$ cat src/hdl/bsc_cfg.svh
`ifndef BSC_CFG_SVH
`define BSC_CFG_SVH

// Instruction field widths
`define BSC_PC_W        10
`define BSC_PCL_W       8
`define BSC_PCH_W       2
`define BSC_FILE_W      6
`define BSC_BIT_W       3
`define BSC_DATA_W      8

// Reset values
`define BSC_PC_RST      10'h000
`define BSC_SP_RST      0

// Default stack depth
`define BSC_STK_DEPTH   8

`endif

$ cat src/hdl/bsc_pkg.sv
`default_nettype none
package bsc_pkg;

  // Operation class handed over by the core decoder
  typedef enum logic [2:0] {
    BSC_OP_OTHER     = 3'h0,
    BSC_OP_SKIP_CLR  = 3'h1,
    BSC_OP_SKIP_SET  = 3'h2,
    BSC_OP_CALL_IMM  = 3'h3,
    BSC_OP_CALL_TBL  = 3'h4
  } bsc_op_t;

  // Sequencer states, Gray along run -> flush -> run
  typedef enum logic [0:0] {
    BSC_ST_RUN   = 1'b0,
    BSC_ST_FLUSH = 1'b1
  } bsc_state_t;

endpackage
`default_nettype wire

$ cat src/hdl/bsc_stack_mem.sv
`include "bsc_cfg.svh"
`default_nettype none
module bsc_stack_mem #(
  parameter int DEPTH = `BSC_STK_DEPTH,
  parameter int AW    = $clog2(DEPTH),
  parameter int DW    = `BSC_PC_W
) (
  // Clock
  input  wire logic          i_clk,
  // Write port
  input  wire logic          i_we,
  input  wire logic [AW-1:0] i_waddr,
  input  wire logic [DW-1:0] i_wdata,
  // Read port
  input  wire logic [AW-1:0] i_raddr,
  output logic      [DW-1:0] o_rdata
);

  logic [DW-1:0] mem_ff [DEPTH];
  logic [DW-1:0] rdata_ff;

  // Entries need no reset; the pointer defines which are live
  always_ff @(posedge i_clk) begin
    if (i_we) begin
      mem_ff[i_waddr] <= i_wdata;
    end
    rdata_ff <= mem_ff[i_raddr];
  end

  assign o_rdata = rdata_ff;

endmodule
`default_nettype wire

$ cat src/hdl/bsc_unit.sv
// Notes on behaviour
// RL1: A clear-skip that sees the chosen bit at 0 squashes the already fetched next instruction.
// RL2: A set-skip that sees the chosen bit at 1 squashes the already fetched next instruction.
// RL3: A bit-test skip costs one cycle without a skip and two cycles with one.
// RL4: Skips take a 6-bit file address (0 to 63) and a 3-bit bit position (0 to 7).
// RL5: Both calls push the address after the call, the current PC plus one, onto the stack.
// RL6: The immediate call loads its 8-bit operand into PC[7:0] and the high buffer into PC[9:8].
// RL7: The table call loads bits 1:0 of the table high pointer into PC[9:8].
// RL8: The table call loads the working register into PC[7:0] and takes two cycles.
// RL9: Each call writes the stack entry at the current pointer, then bumps the pointer by one.
// RL10: The immediate call also takes two cycles, and no skip or call touches any status flag.
// RL11: A squashed instruction does nothing but advance the PC by one.
`include "bsc_cfg.svh"
`default_nettype none
module bsc_unit
  import bsc_pkg::*;
#(
  parameter int STK_DEPTH = `BSC_STK_DEPTH,
  parameter int SP_W      = $clog2(STK_DEPTH)
) (
  // Clock and reset
  input  wire logic                   i_clk,
  input  wire logic                   i_srst,
  // Instruction in execute
  input  wire logic                   i_exec,
  input  wire bsc_op_t                i_op,
  input  wire logic [`BSC_FILE_W-1:0] i_file_addr,
  input  wire logic [`BSC_BIT_W-1:0]  i_bit_pos,
  input  wire logic [`BSC_DATA_W-1:0] i_file_data,
  input  wire logic [`BSC_PCL_W-1:0]  i_imm,
  // Core registers feeding call targets
  input  wire logic [`BSC_PCH_W-1:0]  i_program_counter_high_buffer,
  input  wire logic [`BSC_DATA_W-1:0] i_table_high_pointer,
  input  wire logic [`BSC_DATA_W-1:0] i_working_register,
  // Program flow
  output logic      [`BSC_PC_W-1:0]   o_pc,
  output logic                        o_squash,
  output logic      [`BSC_FILE_W-1:0] o_file_addr,
  // Stack
  output logic      [SP_W-1:0]        o_sp,
  output logic      [`BSC_PC_W-1:0]   o_stack_top,
  // Status flag write strobe, never raised by this unit
  output logic                        o_flag_we
);

  typedef struct packed {
    bsc_state_t             st;
    logic [`BSC_PC_W-1:0]   pc;
    logic [SP_W-1:0]        sp;
    logic                   squash;
    logic [`BSC_FILE_W-1:0] faddr;
    logic                   flag_we;
  } bsc_regs_t;

  bsc_regs_t            cur_ff;
  bsc_regs_t            nxt_ff;
  logic                 push;
  logic [`BSC_PC_W-1:0] ret_addr;

  // Pick one bit out of a file register
  function automatic logic bit_pick(input logic [`BSC_DATA_W-1:0] data,
                                    input logic [`BSC_BIT_W-1:0]  pos);
    bit_pick = data[pos];
  endfunction

  // Whether an operation is one of the two calls
  function automatic logic is_call(input bsc_op_t op);
    is_call = (op == BSC_OP_CALL_IMM) || (op == BSC_OP_CALL_TBL);
  endfunction

  // Whether a skip operation takes its skip
  function automatic logic skip_taken(input bsc_op_t                op,
                                      input logic [`BSC_DATA_W-1:0] data,
                                      input logic [`BSC_BIT_W-1:0]  pos);
    skip_taken = ((op == BSC_OP_SKIP_CLR) && !bit_pick(data, pos)) ||
                 ((op == BSC_OP_SKIP_SET) &&  bit_pick(data, pos));
  endfunction

  // Live instruction: executing, out of reset and not the squashed slot;
  // the reset term keeps a call in a reset cycle from writing the stack
  logic live;
  assign live     = i_exec && !i_srst && (cur_ff.st == BSC_ST_RUN);
  assign ret_addr = cur_ff.pc + `BSC_PC_W'(1);                           // RL5
  assign push     = live && is_call(i_op);

  // Next-state logic
  always_comb begin
    nxt_ff         = cur_ff;
    nxt_ff.flag_we = 1'b0;                                               // RL10
    nxt_ff.squash  = 1'b0;
    nxt_ff.faddr   = i_file_addr;                                        // RL4
    case (cur_ff.st)
      BSC_ST_RUN: begin
        if (i_exec) begin
          nxt_ff.pc = ret_addr;
          if (skip_taken(i_op, i_file_data, i_bit_pos)) begin
            // Fetched successor becomes a no-op in the next slot
            nxt_ff.st     = BSC_ST_FLUSH;                                // RL1 RL2 RL3
            nxt_ff.squash = 1'b1;
          end else if (i_op == BSC_OP_CALL_IMM) begin
            nxt_ff.pc     = {i_program_counter_high_buffer, i_imm};      // RL6
            nxt_ff.sp     = cur_ff.sp + SP_W'(1);                        // RL9
            nxt_ff.st     = BSC_ST_FLUSH;                                // RL10
            nxt_ff.squash = 1'b1;
          end else if (i_op == BSC_OP_CALL_TBL) begin
            nxt_ff.pc     = {i_table_high_pointer[`BSC_PCH_W-1:0],      // RL7
                             i_working_register};                        // RL8
            nxt_ff.sp     = cur_ff.sp + SP_W'(1);                        // RL9
            nxt_ff.st     = BSC_ST_FLUSH;                                // RL8
            nxt_ff.squash = 1'b1;
          end
        end
      end
      BSC_ST_FLUSH: begin
        // Squashed slot: only the sequential step, no stack or flag effect
        if (i_exec) begin
          nxt_ff.pc = ret_addr;                                          // RL11
          nxt_ff.st = BSC_ST_RUN;                                        // RL3
        end else begin
          // Marker stands until the discarded instruction turns up
          nxt_ff.squash = 1'b1;                                          // RL1 RL2
        end
      end
      default: begin
        nxt_ff.st = BSC_ST_RUN;
      end
    endcase
  end

  // State register
  always_ff @(posedge i_clk) begin
    if (i_srst) begin
      cur_ff.st      <= BSC_ST_RUN;
      cur_ff.pc      <= `BSC_PC_RST;
      cur_ff.sp      <= SP_W'(`BSC_SP_RST);
      cur_ff.squash  <= 1'b0;
      cur_ff.faddr   <= '0;
      cur_ff.flag_we <= 1'b0;
    end else begin
      cur_ff <= nxt_ff;
    end
  end

  // Return stack; a full stack wraps, as the pointer has no guard
  bsc_stack_mem #(
    .DEPTH (STK_DEPTH),
    .AW    (SP_W),
    .DW    (`BSC_PC_W)
  ) u_stack (
    .i_clk   (i_clk),
    .i_we    (push),                                                     // RL9
    .i_waddr (cur_ff.sp),
    .i_wdata (ret_addr),                                                 // RL5
    .i_raddr (nxt_ff.sp - SP_W'(1)),
    .o_rdata (o_stack_top)
  );

  // Outputs straight from the state register
  assign o_pc        = cur_ff.pc;
  assign o_sp        = cur_ff.sp;
  assign o_squash    = cur_ff.squash;
  assign o_file_addr = cur_ff.faddr;
  assign o_flag_we   = cur_ff.flag_we;
endmodule
`default_nettype wire

$ cat config.mk
export PLATFORM = sky130hd
export DESIGN_NAME = bsc_unit
export DESIGN_NICKNAME = d
export VERILOG_FILES = /design/src/hdl/bsc_pkg.sv /design/src/hdl/bsc_stack_mem.sv /design/src/hdl/bsc_unit.sv
export VERILOG_INCLUDE_DIRS = /design/src /design/src/hdl
export SDC_FILE = /design/constraint.sdc
export NUM_CORES = 1
export LEC_CHECK = 0
export ABC_AREA = 1
export BUFFER_PORTS_ARGS = -buffer_cell sky130_fd_sc_hd__buf_2
export CORE_MARGIN = 5
export CORE_UTILIZATION = 61
export DETAILED_ROUTE_END_ITERATION = 8
export PLACE_DENSITY = 0.95
export SLEW_MARGIN = 15
export SYNTH_ARGS = -nofsm -noshare
export SYNTH_HDL_FRONTEND = slang
export SYNTH_SLANG_ARGS = --single-unit
$ cat constraint.sdc
create_clock -name i_clk -period 5.3 [get_ports i_clk]
set_input_delay 1.06 -clock i_clk [delete_from_list [all_inputs] [get_ports i_clk]]
set_output_delay 1.06 -clock i_clk [all_outputs]
set_load 0.02 [all_outputs]
==> run metrics, run 1 <==
drt drc 0; cell mode on critical path nand2_1; Setup WS post-layout 1700 ps; vias in the first global route 4087; CP max FO 42; Max-Cap Viols 0; slowest stage cell, crit path inv_1; CP Cell Sequence buf_2 > inv_2 > nor2_4 > nand3_2 > nand2_4 > nand2_4 > ha_1 > inv_1 > nand3_1 > nand2_1 > nand2_1 > nand2_1; DR WL/cell 16.0 um; share of layout cells above drive strength 1 16.1%; worst-margin pin slew 1170 ps; Starting DRT DRC Count 349; diodes inserted 0; CP Launch Type primary input; Slew HR 21.7%; Layout Area Growth over Synthesis 11.7%; Slew Viols, Final 0; vias per cell 5.52; Cell Rows 33; Worst Hold Class reg -> reg; gr ovfl total 0; Max rail drop VDD 0.000199 V; Clock Skew 8.67 ps; CTS buffer count 9; CTS Hold Bufs 0; post-synthesis cell count 566; CP top delay family simple AND/OR/NAND/NOR gates; NumNets Final 682; GPL Wtd Cong 0.876; global-route usage over all layers 24.2%; Fin Setup TNS 0 ps; Setup WS pre-CTS 1380 ps; Hold Violations, Final 0; vias post-DR 4087; largest net degree at the start of global routing 43; CTS root buf clkbuf_8; first-pass GRT wire length 19200 um; Tcrit/Tclk final 67.8%; Lkg Pwr 2.74 nW; Clock Pin Slew Worst Setup and Hold Paths 100 ps; Skew-Pair Late Insertion Delay 370 ps; Mapped Area 5060 um2; Seq/Total Area, Yosys 59.3%; die height 101 um; CTS sink count 110; synth unique cells 28; CTS tree done; Worst Setup Path Type in -> reg; Final HPWL DP 7890 um; Detail Route Antenna Nets 0; die area 10200 um2; post-CTS setup buffers 0; Fmax 278 MHz; syn nets 618; DRT Pass-1 Iters 5; Worst Path Buf+Inv 3; status finished clean; Die W 101 um; Tmin final 3600 ps; # port buffers 72; H-tree depth 3; initial antenna violation count 0; RSZ-0062 raised after global routing no; critical path arrival 3910 ps; PD cells 328 nW/um2; IO Count 80; max incr delay on CP 590 ps; core area 8130 um2; Initial Util 62.2%; Avg Cell Area, Syn 8.94 um2; worst-case clock buffer depth 2; register bit total from synthesis 110; synth warn 0; post-CTS sizing 0; Routed WL 11900 um; # fillers 572; final setup fails 0; crit end category flop; CP required 5610 ps
registers in the layout, indices dropped and copies added, names as in the netlist:
register and count:
cur_ff 1, o_sp 3, o_pc 10, u_stack.mem_ff 80, o_file_addr 6, u_stack.o_rdata 10
worst min-delay path: cells and delay by family (launching register included):
| family | cells | cell delay (ps) |
|---|---|---|
| DFF | 1 | 350 |
| and+or+nand+nor | 2 | 120 |
metal layers:
layer  vias to the layer above  part of all wire, %  track usage, %
li1                       1945                    -               -
met1                      1862                   38            29.9
met2                       252                   49            41.9
met3                        28                   10            5.61
met4                         0                  2.2            8.59
met5                         -                    0               0
area by class of cell:
class | count | area (um2) | area share [%]
Clock buffer | 13 | 180 | 3.19
Inverter | 109 | 409 | 7.23
Timing Repair Buffer | 75 | 383 | 6.77
Sequential cell | 110 | 3000 | 53.1
Tap cell | 105 | 131 | 2.32
Multi-Input combinational cell | 325 | 1530 | 27.0
Clock inverter | 3 | 21.3 | 0.376
kinds of logic after synthesis:
family / after synthesis / synth area share (%)
other: 1 / 0.0741
XOR/XNOR: 6 / 1.04
buffers and inverters: 131 / 10.7
AO/OA/AOI/OAI: 41 / 4.28
flip-flops: 110 / 59.3
AND/OR/NAND/NOR: 274 / 23.9
adder cells (fa/ha/maj): 3 / 0.742
cell usage in the layout, fill, tap and decap left out, types with 5 or more instances in the layout:
| cell type | n |
|---|---|
| nand2_1 | 130 |
| inv_1 | 106 |
| nand3_1 | 95 |
| edfxtp_1 | 80 |
| buf_2 | 72 |
| nor2_1 | 32 |
| dfxtp_1 | 30 |
| o21ai_0 | 20 |
| a21oi_1 | 11 |
| clkbuf_8 | 11 |
| o22ai_1 | 9 |
| xor2_1 | 5 |
stage by stage:
step	total power, W	cells	util, %	hold WS, ps	cell area, um2
after detailed placement	0.00136	724	67.1	481	5450
after CTS	0.00185	740	69.5	490	5660
final	0.00185	740	69.5	502	5660
after global placement	0.00134	724	67.1	471	5450
after floorplan	0.00125	566	-	543	5060
after global routing	0.00193	740	69.5	540	5660
report_power, final:
group          leakage, nW  switching [W]  total [W]  internal [W]
sequential           0.980      0.0000203   0.000987      0.000966
combinational         1.65       0.000250   0.000360      0.000110
clock                0.106       0.000279   0.000507      0.000228
final timing paths:
path,start,endpoint,slack [ps],depth (start not counted)
setup / recovery,i_exec,u_stack.o_rdata[8],1700,12
hold / removal,o_pc[9],o_pc[9],500,2
setup reg to reg,cur_ff[21],u_stack.o_rdata[8],2130,10
hold reg to reg,o_pc[9],o_pc[9],500,2
synth_stat cells:
master | count | share of area [%]
nand2_1 | 130 | 9.6
inv_1 | 106 | 7.9
nand3_1 | 95 | 9.4
edfxtp_1 | 80 | 47
nor2_1 | 32 | 2.4
dfxtp_1 | 30 | 12
o21ai_0 | 20 | 2.0
a21oi_1 | 11 | 1.1
buf_2 | 10 | 0.99
o22ai_1 | 9 | 1.1
clkbuf_1 | 6 | 0.44
nor3_1 | 5 | 0.49
xor2_1 | 5 | 0.87
buf_6 | 4 | 0.89
ha_1 | 3 | 0.74
nand4_1 | 3 | 0.37
buf_4 | 2 | 0.30
inv_2 | 2 | 0.15
nand2_4 | 2 | 0.44
nand3_2 | 2 | 0.40
or2_2 | 2 | 0.25
clkinv_1 | 1 | 0.074
conb_1 | 1 | 0.074
nand2_2 | 1 | 0.12
nand3b_1 | 1 | 0.15
nor2_4 | 1 | 0.22
o21ai_1 | 1 | 0.099
xnor2_1 | 1 | 0.17
Note: power is estimated with default switching activity, not from simulation.
==> run 2: changes to the inputs <==
--- a/config.mk
+++ b/config.mk
@@ -9,9 +9,9 @@
 export ABC_AREA = 1
 export BUFFER_PORTS_ARGS = -buffer_cell sky130_fd_sc_hd__buf_2
 export CORE_MARGIN = 5
-export CORE_UTILIZATION = 61
+export CORE_UTILIZATION = 51
 export DETAILED_ROUTE_END_ITERATION = 8
-export PLACE_DENSITY = 0.95
+export PLACE_DENSITY = 0.87
 export SLEW_MARGIN = 15
 export SYNTH_ARGS = -nofsm -noshare
 export SYNTH_HDL_FRONTEND = slang
==> constraint.sdc (replaced) <==
create_clock -name i_clk -period 3.1 [get_ports i_clk]
set_input_delay 0.62 -clock i_clk [delete_from_list [all_inputs] [get_ports i_clk]]
set_output_delay 0.62 -clock i_clk [all_outputs]
set_load 0.02 [all_outputs]
==> run 2 against run 1 <==
Net effect: clock skew up 4.6 ps; critical path type unchanged; register-to-register slack worse by 1400 ps; critical path depth unchanged; power up 73%; worst setup slack worse by 990 ps; sequential power up 71%; largest cell class unchanged; worst hold slack worse by 69 ps; highest routed layer unchanged; non-clock buffer count up 11; global-route usage down 4.5 points; via count down 2.1%.
==> run metrics, run 2 (same netlist as run 1, synthesis figures left out) <==
share of layout cells above drive strength 1 17.3%; die area 12000 um2; critical path arrival 2660 ps; Clock Pin Slew Worst Setup and Hold Paths 110 ps; # port buffers 72; crit path from i_op[1]; diodes inserted 0; cell mode on critical path nand2_1; vias post-DR 4001; drt drc 0; register area 3000 um2; worst-margin pin slew 780 ps; Hold Violations, Final 0; Layout Area Growth over Synthesis 14.2%; Lkg Pwr 2.79 nW; max incr delay on CP 340 ps; CTS root buf clkbuf_8; vias in the first global route 3937; Routed WL 11300 um; CP max FO 12; Worst Hold Class in -> reg; largest net degree at the start of global routing 42; first-pass GRT wire length 18300 um; RSZ-0062 raised after global routing no; GPL Wtd Cong 0.929; Fin Setup TNS 0 ps; worst-case clock buffer depth 2; post-route non-filler standard cell count 779; core area 9730 um2; Initial Util 52.0%; DR WL/cell 14.5 um; Max-Cap Viols 0; Slew Viols, Final 0; NumNets Final 693; PD cells 554 nW/um2; Reg with most FFs u_stack.mem_ff; gr ovfl total 0; DRT Pass-1 Iters 5; CP Cell Sequence buf_2 > nor2_1 > nand2_1 > nand2_2 > nand3_2 > nand2_4 > ha_1 > nand3b_1 > nand2_1 > inv_1 > nand2_1 > nand2_1; global-route usage over all layers 19.7%; Worst Setup Path Type in -> reg; H-tree depth 3; HP Start i_file_addr[1]; CTS sink count 110; IO Count 80; most common cell after layout, fill and taps aside nand2_1; die height 110 um; Cell Rows 36; Detail Route Antenna Nets 0; Slew HR 47.8%; Max rail drop VDD 0.000258 V; Fmax 419 MHz; slowest stage cell, crit path nand2_1; Clock Skew 13.2 ps; Die W 110 um; DP Cell Count 763; CTS Hold Bufs 0; status finished clean; Starting DRT DRC Count 370; crit end category flop; max reg flops 80; post-CTS setup buffers 0; CP required 3370 ps; Final HPWL DP 7580 um; Tmin final 2390 ps; vias per cell 5.14; CTS tree done; final setup fails 0; Tcrit/Tclk final 76.9%; CTS buffer count 9; Multi-input gate area 1520 um2; Skew-Pair Late Insertion Delay 380 ps; most frequent cells in the layout 130 x nand2_1, 106 x inv_1, 95 x nand3_1; reg2reg start cur_ff[21]; initial antenna violation count 0; # fillers 791; post-CTS sizing 0; CP Launch Type primary input
[run 2: cell count changes in the layout (fill, tap and decap cells not counted)]
cell and change:
buf_4 +11, clkbuf_8 -2, clkinv_4 +2, nor3_1 +2
nor3_2 -2, clkbuf_1 -1, clkbuf_16 +1, inv_4 -1
inv_8 +1
[run 2: worst paths after layout]
path	slack (ps)	end	cells after the start
worst max-delay path	710	u_stack.o_rdata[5]	12
worst min-delay path	430	o_file_addr[1]	3
worst max register to register	740	u_stack.o_rdata[5]	10
worst min register to register	530	o_pc[9]	2
[run 2: power breakdown]
part / switching [W] / total [W] / leakage (nW) / internal [W]
registers: 0.0000362 / 0.00169 / 0.980 / 0.00165
clock network: 0.000494 / 0.000897 / 0.113 / 0.000402
logic: 0.000423 / 0.000618 / 1.70 / 0.000195
[run 2: worst max-delay path, delay by kind of cell]
kind,cells,cell delay [ps]
adder cells (fa/ha/maj),1,190
buffers and inverters,2,420
AND/OR/NAND/NOR,9,1420
[run 2: metrics by stage]
| step | cell area [um2] | setup slack, ps | util (%) | total power (W) | hold slack (ps) |
|---|---|---|---|---|---|
| 2_1_floorplan | 5060 | 644 | - | 0.00214 | 543 |
| 3_3_place_gp | 5560 | 474 | 57.2 | 0.00231 | 480 |
| 3_5_place_dp | 5560 | 385 | 57.2 | 0.00233 | 498 |
| 6_report | 5780 | 715 | 59.4 | 0.00320 | 432 |
| 4_1_cts | 5780 | 707 | 59.4 | 0.00321 | 427 |
| 5_1_grt | 5780 | 489 | 59.4 | 0.00335 | 439 |
[run 2: area by class of cell]
cell class / count / area share [%]
timing repair buffer: 86 / 8.05
clock buffer: 11 / 3.01
sequential: 110 / 52.0
clock inverter: 5 / 0.758
multi-input combinational: 325 / 26.3
inverter: 109 / 7.08
tap: 133 / 2.88
[run 2: layer usage]
layer | track usage [%] | vias up | share of wire (%)
li1 | - | 1964 | -
met1 | 23.8 | 1815 | 40
met2 | 35.3 | 205 | 49
met3 | 4.93 | 17 | 9.5
met4 | 4.90 | 0 | 1.2
met5 | 0 | - | 0
==> run 3: changes to the inputs <==
==> constraint.sdc (replaced) <==
create_clock -name i_clk -period 2.05 [get_ports i_clk]
set_input_delay 0.41 -clock i_clk [delete_from_list [all_inputs] [get_ports i_clk]]
set_output_delay 0.41 -clock i_clk [all_outputs]
set_load 0.02 [all_outputs]
==> run 3 against run 2 <==
Net effect: critical path depth decreased by 3; worst hold slack got worse by 210 ps; clock power increased by 45%; largest power group unchanged; sequential share of layout area decreased by 1.5 points; count of clock-buffer cells in the layout decreased by 2; power increased by 52%; critical path type is now reg -> reg; design area increased by 3.0%; register-to-register slack got worse by 590 ps.
==> run metrics, run 3 (same netlist as run 1, synthesis figures left out) <==
status finished clean; diodes inserted 0; Tcrit/Tclk final 92.6%; Multi-input gate area 1530 um2; CP Launch Type flop; worst-case clock buffer depth 2; Tmin final 1900 ps; die area 12000 um2; gr ovfl total 0; GPL Wtd Cong 0.922; # fillers 782; Clock Skew 13.3 ps; Clock Pin Slew Worst Setup and Hold Paths 120 ps; CTS root buf clkbuf_8; most frequent cells in the layout 130 x nand2_1, 106 x inv_1, 95 x nand3_1; Final HPWL DP 8080 um; CP max FO 8; CTS sink count 110; CTS buffer count 9; Starting DRT DRC Count 389; IO Count 80; Hold Violations, Final 0; worst r2r path cells 9; core area 9730 um2; Detail Route Antenna Nets 0; Max rail drop VDD 0.000432 V; max reg flops 80; Hold Worst Slack 219 ps; Slew Viols, Final 0; largest net degree at the start of global routing 42; first-pass GRT wire length 19100 um; CP required 2370 ps; crit end category flop; RSZ-0062 raised after global routing no; drt drc 0; critical path arrival 2220 ps; Hold Path Cell Cnt 3; DRT Pass-1 Iters 5; initial antenna violation count 0; final setup fails 0; global-route usage over all layers 20.5%; Layout Area Growth over Synthesis 17.6%; power consumption 0.00488 W; Worst Hold Class in -> reg; share of layout cells above drive strength 1 20.2%; Cell Rows 36; CTS tree done; post-layout util 61.2%; post-CTS setup buffers 0; Initial Util 52.0%; Skew-Pair Late Insertion Delay 380 ps; Reg with most FFs u_stack.mem_ff; Worst Setup Path Type reg -> reg; DR WL/cell 14.3 um; vias per cell 5.16; vias post-DR 4124; Die W 110 um; Routed WL 11400 um; Fmax 527 MHz; die height 110 um; vias in the first global route 4215; CTS Hold Bufs 0; register area 3000 um2; Max-Cap Viols 0; Lkg Pwr 2.90 nW; PD cells 819 nW/um2; NumNets Final 714; # port buffers 72; most common cell after layout, fill and taps aside nand2_1; H-tree depth 3
-- run 3: cell count changes in the layout (fill, tap and decap cells not counted), sizes merged --
cell / change
buf: +21
clkbuf: -2
clkinv: +2
-- run 3: worst max-delay path, cell delays in order (launching register included) --
cell and delay, ps:
dfxtp_1 450, ha_1 270, o21ai_1 200, ha_1 320
inv_1 140, buf_4 190, nand3_1 90, nand2_1 70
nand2_1 60, nand2_1 60
-- run 3: per-stage QoR --
stage               cells  setup TNS [ps]  setup WS (ps)  cell area [um2]
floorplan             566               0           17.3             5070
finish                800               0            151             5950
detailed placement    784           -7350           -147             5740
CTS                   800               0            105             5950
global placement      784            -195          -15.9             5740
global route          800               0           19.6             5950
-- run 3: worst paths after layout --
check	start	endpoint	slack, ps
max reg2reg	o_sp[0]	u_stack.o_rdata[1]	150
max	o_sp[0]	u_stack.o_rdata[1]	150
min reg2reg	o_pc[9]	o_pc[9]	500
min	i_file_addr[3]	o_file_addr[3]	220
-- run 3: cell type report --
type,instances,area share [%]
inverters,109,6.87
well taps,133,2.79
repair buffers,107,10.7
multi-input cells,325,25.7
clock inverters,7,1.49
clock buffers,9,2.08
flip-flops and latches,110,50.4
-- run 3: repair_timing --
action                     in CTS  in global routing
setup endpoints to repair       0                  6
hold endpoints to repair        0                  0
gates resized for setup         0                  1
-- run 3: where the power goes --
part | total, W | internal [W] | switching (W)
logic | 0.00104 | 0.000366 | 0.000671
clock network | 0.00130 | 0.000496 | 0.000806
registers | 0.00254 | 0.00250 | 0.0000410
total | 0.00488 | 0.00336 | 0.00152
-- run 3: layer usage --
layer,GRT usage [%],routed length [um]
met5,0,0
met4,6.32,111
met3,5.64,1030
met2,36.9,5960
met1,23.7,4340
